### config.mk
export PLATFORM = sky130hd
export DESIGN_NAME = omc_mode_ctrl
export DESIGN_NICKNAME = d
export VERILOG_FILES = /design/src/omc_pkg.sv /design/src/omc_input_map.sv /design/src/omc_sticky_flag.sv /design/src/omc_mode_ctrl.sv
export SDC_FILE = /design/constraint.sdc
export NUM_CORES = 1
export LEC_CHECK = 0
export BUFFER_PORTS_ARGS = -buffer_cell sky130_fd_sc_hd__clkbuf_2
export CAP_MARGIN = 30
export CORE_MARGIN = 4
export CORE_UTILIZATION = 44
export DETAILED_ROUTE_END_ITERATION = 6
export HOLD_SLACK_MARGIN = 0.05
export PLACE_DENSITY = 0.8
export SLEW_MARGIN = 20
export SYNTH_ARGS = -nofsm -noshare
export SYNTH_HDL_FRONTEND = slang
export SYNTH_SLANG_ARGS = --single-unit
### constraint.sdc
create_clock -name clock_i -period 1.8 [get_ports clock_i]
set_input_delay 0.09 -clock clock_i [delete_from_list [all_inputs] [get_ports clock_i]]
set_output_delay 0.09 -clock clock_i [all_outputs]
set_load 0.01 [all_outputs]
### src/omc_pkg.sv
// Package of constants and types for the operation mode controller.
package omc_pkg;
    localparam int NUM_CH = 8;
    localparam int NUM_IN = 2;
    localparam logic [7:0] MAP0_RESET = 8'h04;
    localparam logic [7:0] MAP1_RESET = 8'h08;
    localparam logic [7:0] LIMP_CH_MASK = 8'h0C;
    localparam logic [1:0] MODE_CODE_SLEEP = 2'h0;
    localparam logic [1:0] MODE_CODE_LIMP = 2'h1;
    localparam logic [1:0] MODE_CODE_ACTIVE = 2'h2;
    localparam logic [1:0] MODE_CODE_IDLE = 2'h3;
    localparam int TRANS_TIME_NS = 100;
    localparam int CLK_PERIOD_NS = 5;
    localparam int TRANS_CYCLES = (TRANS_TIME_NS + CLK_PERIOD_NS - 1) / CLK_PERIOD_NS;
    localparam int TCNT_W = 8;

    typedef enum logic [1:0] {
        OMC_SLEEP = 2'h0,
        OMC_IDLE = 2'h1,
        OMC_ACTIVE = 2'h3,
        OMC_LIMP = 2'h2
    } omc_mode_t;
endpackage : omc_pkg

### src/omc_input_map.sv
// Maps the direct inputs onto channels through the two mapping registers.
module omc_input_map
    import omc_pkg::*;
(
    input wire logic [NUM_IN-1:0] direct_input_n_i,
    input wire logic [7:0] map0_i,
    input wire logic [7:0] map1_i,
    output logic [NUM_CH-1:0] mapped_o
);
    always_comb begin
        mapped_o = (direct_input_n_i[0] ? map0_i : 8'h00) | (direct_input_n_i[1] ? map1_i : 8'h00);
    end
endmodule // omc_input_map

### src/omc_sticky_flag.sv
// Sticky flag where a set wins over a simultaneous clear.
module omc_sticky_flag (
    input wire logic clock_i,
    input wire logic rst_n_i,
    input wire logic set_i,
    input wire logic clear_i,
    output logic flag_o
);
    always_ff @(posedge clock_i or negedge rst_n_i) begin
        if (!rst_n_i) begin
            flag_o <= 1'b0;
        end else if (set_i) begin
            flag_o <= 1'b1;
        end else if (clear_i) begin
            flag_o <= 1'b0;
        end
    end
endmodule // omc_sticky_flag

### src/omc_mode_ctrl.sv
// Operation mode controller with register gating, resets and supply flags.
// How it works
// Power-on when supply high and pin active.
// Sleep: channels off, registers at reset.
// Idle: channels off, no diagnosis, SPI works.
// Idle keeps the channel fault latches.
// Wake high plus input or bit: Active.
// Keep-active clear: idle when nothing requested.
// Keep-active set: stay Active.
// Logic undervoltage, inputs low: go Idle.
// Input high enters Active despite zero maps.
// Wake low, input high: Limp Home.
// Limp Home: reads allowed, writes ignored.
// Limp Home forces supply flags, mode 01.
// Limp Home: first command sets transmission error.
// Limp Home holds open-load flags at zero.
// Limp Home: other registers at default.
// Limp Home: only channels 2 and 3.
// Controller avoids SPI during Active/Limp change; not enforced here, spi_available_o stays high through it.
// Turn-on outside Active/Limp waits transition time.
// Register reset: logic supply low, wake low, soft.
// Soft reset keeps faults, clears supply flags.
// Register reset restores map defaults, channels off.
// Load undervoltage while operative sets flag.
// Flag clears after diagnosis readout when recovered.
// Switch-on request picks Active or Limp by wake.
// Wake low and inputs low: Sleep.
module omc_mode_ctrl
    import omc_pkg::*;
(
    input wire logic clock_i,
    input wire logic rst_n_i,
    input wire logic wake_i,
    input wire logic [NUM_IN-1:0] direct_input_n_i,
    input wire logic load_supply_present_i,
    input wire logic load_supply_above_min_operative_i,
    input wire logic load_supply_below_undervoltage_i,
    input wire logic logic_supply_present_i,
    input wire logic logic_supply_above_undervoltage_i,
    input wire logic logic_supply_above_low_power_i,
    input wire logic spi_cmd_i,
    input wire logic spi_write_i,
    input wire logic [NUM_CH-1:0] wr_channel_on_bits_i,
    input wire logic wr_keep_active_bit_i,
    input wire logic wr_soft_reset_bit_i,
    input wire logic [7:0] wr_input0_channel_map_i,
    input wire logic [7:0] wr_input1_channel_map_i,
    input wire logic [1:0] wr_sel_i,
    input wire logic diag_readout_i,
    input wire logic [NUM_CH-1:0] channel_fault_event_i,
    input wire logic [NUM_CH-1:0] channel_fault_clear_i,
    input wire logic [NUM_CH-1:0] output_status_monitor_i,
    input wire logic open_load_on_event_i,
    input wire logic open_load_off_event_i,
    output logic power_on_o,
    output logic [1:0] mode_o,
    output logic [NUM_CH-1:0] channel_drive_o,
    output logic diag_enable_o,
    output logic spi_available_o,
    output logic [NUM_CH-1:0] channel_on_bits_o,
    output logic keep_active_bit_o,
    output logic [7:0] input0_channel_map_o,
    output logic [7:0] input1_channel_map_o,
    output logic [NUM_CH-1:0] channel_fault_latch_o,
    output logic [NUM_CH-1:0] output_status_monitor_bits_o,
    output logic load_supply_undervoltage_flag_o,
    output logic logic_supply_low_flag_o,
    output logic transmission_error_flag_o,
    output logic open_load_on_state_flag_o,
    output logic open_load_off_state_flag_o
);
    typedef struct packed {
        omc_mode_t mode;
        logic power_on;
        logic [NUM_CH-1:0] on_bits;
        logic keep_active;
        logic [7:0] map0;
        logic [7:0] map1;
        logic [NUM_CH-1:0] fault;
        logic [NUM_CH-1:0] osm;
        logic uv_flag;
        logic lop_flag;
        logic transmission_error_flag;
        logic ol_on;
        logic ol_off;
        logic [TCNT_W-1:0] tcnt;
        logic [NUM_CH-1:0] drive;
    } omc_state_t;

    omc_state_t s_q;
    omc_state_t s_d;
    logic [NUM_CH-1:0] mapped;
    logic any_in;
    logic reg_reset;
    logic soft_rst;
    logic wr_ok;
    logic [NUM_CH-1:0] want;
    logic limp_cmd_seen;

    omc_input_map u_map (
        .direct_input_n_i(direct_input_n_i),
        .map0_i(s_q.map0),
        .map1_i(s_q.map1),
        .mapped_o(mapped)
    );

    assign any_in = |direct_input_n_i;

    function automatic logic write_sel(input logic [1:0] sel, input logic [1:0] v);
        return sel == v;
    endfunction

    // True in the modes that refuse register writes and hold register defaults.
    function automatic logic regs_locked(input omc_mode_t m);
        return m == OMC_LIMP || m == OMC_SLEEP;
    endfunction

    // True once the mode transition time has fully elapsed.
    function automatic logic trans_done(input logic [TCNT_W-1:0] cnt);
        return cnt == TCNT_W'(TRANS_CYCLES);
    endfunction

    // True in the modes in which channels may be driven.
    function automatic logic drive_mode(input omc_mode_t m);
        return m == OMC_ACTIVE || m == OMC_LIMP;
    endfunction

    always_comb begin
        s_d = s_q;
        wr_ok = spi_write_i && !regs_locked(s_q.mode)
            && logic_supply_above_undervoltage_i;
        soft_rst = wr_ok && write_sel(wr_sel_i, 2'h1) && wr_soft_reset_bit_i;
        reg_reset = !logic_supply_present_i || !logic_supply_above_undervoltage_i
            || !wake_i || soft_rst;
        // Power-on indication.
        s_d.power_on = (load_supply_present_i || logic_supply_present_i)
            && (any_in || wake_i)
            && (load_supply_above_min_operative_i || logic_supply_above_low_power_i);
        // Register writes.
        if (wr_ok) begin
            case (wr_sel_i)
                2'h0: s_d.on_bits = wr_channel_on_bits_i;
                2'h1: s_d.keep_active = wr_keep_active_bit_i;
                2'h2: s_d.map0 = wr_input0_channel_map_i;
                2'h3: s_d.map1 = wr_input1_channel_map_i;
                default: s_d.on_bits = s_q.on_bits;
            endcase
        end
        if (reg_reset || regs_locked(s_q.mode)) begin
            s_d.on_bits = '0;
            s_d.keep_active = 1'b0;
            s_d.map0 = MAP0_RESET;
            s_d.map1 = MAP1_RESET;
        end
        // Mode selection.
        case (s_q.mode)
            OMC_SLEEP, OMC_IDLE: begin
                if (!wake_i && any_in) begin
                    s_d.mode = OMC_LIMP;
                end else if (wake_i && (any_in || |s_q.on_bits)) begin
                    s_d.mode = OMC_ACTIVE;
                end else if (!wake_i) begin
                    s_d.mode = OMC_SLEEP;
                end else begin
                    s_d.mode = OMC_IDLE;
                end
            end
            OMC_ACTIVE: begin
                if (!wake_i) begin
                    s_d.mode = any_in ? OMC_LIMP : OMC_SLEEP;
                end else if (!logic_supply_above_undervoltage_i && !any_in) begin
                    s_d.mode = OMC_IDLE;
                end else if (!s_q.keep_active && !any_in && !(|s_q.on_bits)) begin
                    s_d.mode = OMC_IDLE;
                end else begin
                    s_d.mode = OMC_ACTIVE;
                end
            end
            OMC_LIMP: begin
                if (wake_i) begin
                    s_d.mode = OMC_ACTIVE;
                end else if (!any_in) begin
                    s_d.mode = OMC_SLEEP;
                end else begin
                    s_d.mode = OMC_LIMP;
                end
            end
            default: s_d.mode = OMC_SLEEP;
        endcase
        // Transition delay before channels may turn on.
        if (drive_mode(s_q.mode)) begin
            if (!trans_done(s_q.tcnt)) begin
                s_d.tcnt = s_q.tcnt + 1'b1;
            end
        end else begin
            s_d.tcnt = '0;
        end
        // Channel drive.
        want = '0;
        if (s_d.mode == OMC_ACTIVE) begin
            want = s_q.on_bits | mapped;
        end else if (s_d.mode == OMC_LIMP) begin
            want = mapped & LIMP_CH_MASK;
        end
        if (!trans_done(s_q.tcnt) || !load_supply_present_i) begin
            want = '0;
        end
        s_d.drive = want;
        // Fault latches survive Idle and soft reset.
        s_d.fault = channel_fault_event_i | (s_q.fault & ~channel_fault_clear_i);
        if (s_q.mode == OMC_SLEEP) begin
            s_d.fault = '0;
        end
        s_d.osm = output_status_monitor_i;
        // Load supply undervoltage flag.
        if (s_q.power_on && load_supply_below_undervoltage_i) begin
            s_d.uv_flag = 1'b1;
        end else if (soft_rst) begin
            s_d.uv_flag = 1'b0;
        end else if (diag_readout_i && load_supply_above_min_operative_i) begin
            s_d.uv_flag = 1'b0;
        end
        if (!logic_supply_above_low_power_i && logic_supply_present_i) begin
            s_d.lop_flag = 1'b1;
        end else if (soft_rst || diag_readout_i) begin
            s_d.lop_flag = 1'b0;
        end
        // Open-load flags, diagnosis only in Active mode.
        if (s_q.mode == OMC_ACTIVE) begin
            s_d.ol_on = open_load_on_event_i | (s_q.ol_on & ~diag_readout_i);
            s_d.ol_off = open_load_off_event_i | (s_q.ol_off & ~diag_readout_i);
        end else if (s_q.mode == OMC_LIMP) begin
            s_d.ol_on = 1'b0;
            s_d.ol_off = 1'b0;
        end
        // Transmission error flag.
        if (s_q.mode != OMC_LIMP) begin
            s_d.transmission_error_flag = (s_q.transmission_error_flag & ~spi_cmd_i);
        end else if (spi_cmd_i) begin
            s_d.transmission_error_flag = !limp_cmd_seen;
        end
        // Sleep clears the supply flags; other resets leave them to their own logic.
        if (s_q.mode == OMC_SLEEP) begin
            s_d.uv_flag = 1'b0;
            s_d.lop_flag = 1'b0;
        end
        if (s_q.mode == OMC_SLEEP || reg_reset) begin
            if (s_q.mode != OMC_LIMP) begin
                s_d.transmission_error_flag = 1'b0;
            end
            s_d.ol_on = 1'b0;
            s_d.ol_off = 1'b0;
        end
        if (s_q.mode == OMC_LIMP) begin
            s_d.uv_flag = 1'b1;
            s_d.lop_flag = 1'b1;
        end
    end

    always_ff @(posedge clock_i or negedge rst_n_i) begin
        if (!rst_n_i) begin
            s_q <= '{mode: OMC_SLEEP, map0: MAP0_RESET, map1: MAP1_RESET, default: '0};
        end else begin
            s_q <= s_d;
        end
    end

    omc_sticky_flag u_cmd_seen (
        .clock_i(clock_i),
        .rst_n_i(rst_n_i),
        .set_i(spi_cmd_i && s_q.mode == OMC_LIMP),
        .clear_i(s_q.mode != OMC_LIMP),
        .flag_o(limp_cmd_seen)
    );

    always_ff @(posedge clock_i or negedge rst_n_i) begin
        if (!rst_n_i) begin
            mode_o <= MODE_CODE_SLEEP;
            diag_enable_o <= 1'b0;
            spi_available_o <= 1'b0;
        end else begin
            case (s_d.mode)
                OMC_LIMP: mode_o <= MODE_CODE_LIMP;
                OMC_ACTIVE: mode_o <= MODE_CODE_ACTIVE;
                OMC_IDLE: mode_o <= MODE_CODE_IDLE;
                default: mode_o <= MODE_CODE_SLEEP;
            endcase
            diag_enable_o <= s_d.mode == OMC_ACTIVE;
            spi_available_o <= s_d.mode != OMC_SLEEP && logic_supply_above_undervoltage_i;
        end
    end

    assign power_on_o = s_q.power_on;
    assign channel_drive_o = s_q.drive;
    assign channel_on_bits_o = s_q.on_bits;
    assign keep_active_bit_o = s_q.keep_active;
    assign input0_channel_map_o = s_q.map0;
    assign input1_channel_map_o = s_q.map1;
    assign channel_fault_latch_o = s_q.fault;
    assign output_status_monitor_bits_o = s_q.osm;
    assign load_supply_undervoltage_flag_o = s_q.uv_flag;
    assign logic_supply_low_flag_o = s_q.lop_flag;
    assign transmission_error_flag_o = s_q.transmission_error_flag;
    assign open_load_on_state_flag_o = s_q.ol_on;
    assign open_load_off_state_flag_o = s_q.ol_off;
endmodule // omc_mode_ctrl

==> flow_summary_export.csv <==
group,metric,value,unit
worst_hold_path,worstHoldPathType,"input port to flop",
finish,nFillCells,601,
finish,n_antenna_cell,0,
yosys,synth-seq-cells,70,
drt,drt_iter0_drc,291,
global_route,grt_max_degree,38,
timing,slew_viol_final,0,
floorplan,std_cell_rows,31,
yosys,synthCells,337,
finish,regArea,1750,µm²
placed_design,placed_cell_area,3870,µm²
finish,final_util,0.635,
clock_tree,tritoncts,"done",
critical_path,path_class,"flop to flop",
timing,hold_viol,0,
clock_tree,root_buffer,"clkbuf_8",
yosys,synth-edff-count,0,
placed_design,dp_slack,-0.183,ns
clock_tree,insertion_delay,0.34,ns
critical_path,end_kind,"flop",
power,p_per_area,740,nW/µm²
global_route,grt_pass1_wl,15600,µm
timing,timing.final.ws_setup,-0.0596,ns
critical_path,critical-path-slowest-cell,"o41a_1",
clock_tree,htreeDepth,3,
drt,dr.pass1.iters,5,
clock_tree,cts-buffers-inserted,9,
critical_path,setup.worst_path.start_class,"flop",
critical_path,crit_required,2.02,ns
timing,tightest_slew,0.569,ns
yosys,yosys.area.top_type,"dfrtp_1",
finish,drive_above_1_share,0.360,
timing,rsz0062_at_grt,"true",
floorplan,die_h,95.5,µm
yosys,synth_top_area_frac,0.505,
drt,wl_per_cell,16.7,µm
power,irDropWorstVdd,0.345,mV
timing,hold_ws,0.0583,ns
timing,fmax,0.538,GHz
drt,viasPerCell,5.18,
drt,drc_errors,0,
critical_path,crit_arrival,2.08,ns
floorplan,fp.coreArea,7370,µm²
timing,fin_setup_tns,-0.116,ns
global_route,grt_pass1_vias,3138,
timing,timing.final.crit_share,1.03,
timing,finalClockSkew,0.00638,ns
yosys,post-synth-top-count-cell,"dfrtp_1",
drt,ant_nets,0,
finish,syn_to_final_growth,38.7,%
clock_tree,clk_pin_slew,0.07,ns
global_route,antenna_found_initial,1,
yosys,synth_area_leaders,"dfrtp_1, buf_4, a21oi_1",
floorplan,die_w,95.5,µm
clock_tree,cts_sinks,70,
yosys,synth_area,3370,µm²
power,power,3.46,mW
floorplan,num_io_pins,127,
global_route,grt_overflow_total,0,
yosys,seq_area_frac_synth,0.520,
critical_path,crit_fanout,5,
placed_design,place_inst,520,
timing,timing.slew.headroom,0.616,
drt,dr_total_vias,3085,
placed_design,place.gp.congestion,0.847,
timing,setup_violations,3,
power,p_leak,2.24,nW
yosys,synthArstFlopShare,1.00,
yosys,synthFlopType,"dfrtp_1",
yosys,yosys_warnings,0,
outcome,violations,"setup timing",
finish,fin_nets,566,
yosys,synth_fp_nets,411,
clock_tree,clk_path_buf_depth,2,
outcome,outcome,"finished with violations",
global_route,track_usage,0.226,
placed_design,hpwl,6690,µm
finish,multi_input_area,1150,µm²
yosys,synth_area_per_cell,10.0,µm²
flow_run,drv_cap,0,
critical_path,path_cells,"nor4_2 -> a2bb2oi_2 -> o41a_1 -> ha_4 -> a222oi_1 -> nor2_1",
finish,final_cells,596,
drt,wirelength,9950,µm
yosys,synth.distinct_cells,44,
floorplan,start_util,0.458,
finish,design_area,4680,µm²
floorplan,dieArea,9130,µm²
critical_path,cpPeakStageDelay,0.40,ns
yosys,synth_commonest_cells,"dfrtp_1, buf_4, a21oi_1",
timing,finalCriticalPeriod,1.86,ns
placed_design,port_buffers,126,
-- report_power, final --
part | internal, mW | switching [mW]
combinational | 0.309 | 0.306
clock | 0.531 | 0.562
sequential | 1.66 | 0.0946
total | 2.50 | 0.962
-- logic make-up (layout without fill, tap and decap cells) --
logic type                 count (synthesis)  in the layout  share of synthesized area
AOI/OAI and AO/OA                         92             92                      0.162
and+or+nand+nor                           87             87                      0.139
adders and majority gates                  6              6                     0.0223
muxes                                      1              1                    0.00297
buffers and inverters                     80            240                      0.151
xor gates and xnor gates                   1              1                    0.00260
DFF                                       70             70                      0.520
-- worst max-delay path: cells and delay by family (launching register included) --
kind	cells	cell delay [ns]
adder cells (fa/ha/maj)	1	0.21
flip-flops	1	0.39
AND/OR/NAND/NOR	2	0.39
AO/OA/AOI/OAI	3	0.75
-- worst paths after layout --
path	startpoint	endpoint	slack, ns	cells after the start
hold / removal	load_supply_present_i	channel_drive_o[2]	0.06	3
hold reg to reg	input1_channel_map_o[3]	input1_channel_map_o[3]	0.55	2
min in group asynchronous	rst_n_i	open_load_on_state_flag_o	0.25	2
setup / recovery	channel_on_bits_o[6]	channel_drive_o[3]	-0.06	6
max in group asynchronous	rst_n_i	input0_channel_map_o[2]	0.94	3
setup reg to reg	channel_on_bits_o[6]	channel_drive_o[3]	-0.06	6
-- sequential cells by signal (all words and copies together), names as in the netlist, 2 cells and up --
signal and cells:
channel_drive_o 8, s_q 10, input1_channel_map_o 8, input0_channel_map_o 8
output_status_monitor_bits_o 8, mode_o 2, channel_fault_latch_o 8, channel_on_bits_o 8
-- cell usage in the layout (no fill, tap or decap), types with 6 or more instances in the layout --
| master | n |
|---|---|
| dlygate4sd3_1 | 59 |
| nand2_1 | 8 |
| clkbuf_2 | 125 |
| buf_4 | 23 |
| clkbuf_8 | 10 |
| nand3_1 | 29 |
| dfrtp_1 | 68 |
| inv_1 | 14 |
| a221oi_1 | 6 |
| a21oi_1 | 40 |
| nor2_1 | 23 |
| o21ai_0 | 31 |
-- per-layer routing --
layer / global-route usage / wire [µm] / up-vias
met5: 0 / 11 / -
met4: 0.0664 / 129 / 2
met3: 0.0655 / 835 / 14
met2: 0.389 / 5080 / 144
met1: 0.273 / 3900 / 1480
li1: - / - / 1445
-- repair_timing --
item,CTS,global route
pin swaps,3,3
gates resized for setup,3,4
hold buffers,59,0
cloned,0,0
endpoints found under the setup margin,9,10
endpoints found under the hold margin,83,0
buffers inserted,0,1
-- final cells by class --
type,count,area share
Multi-Input combinational cell,187,0.245
Tap cell,99,0.0265
Sequential cell,70,0.375
Clock buffer,12,0.0310
Inverter,15,0.0120
Timing Repair Buffer,209,0.305
Clock inverter,4,0.00481
Power figures use the tool's default switching activity.
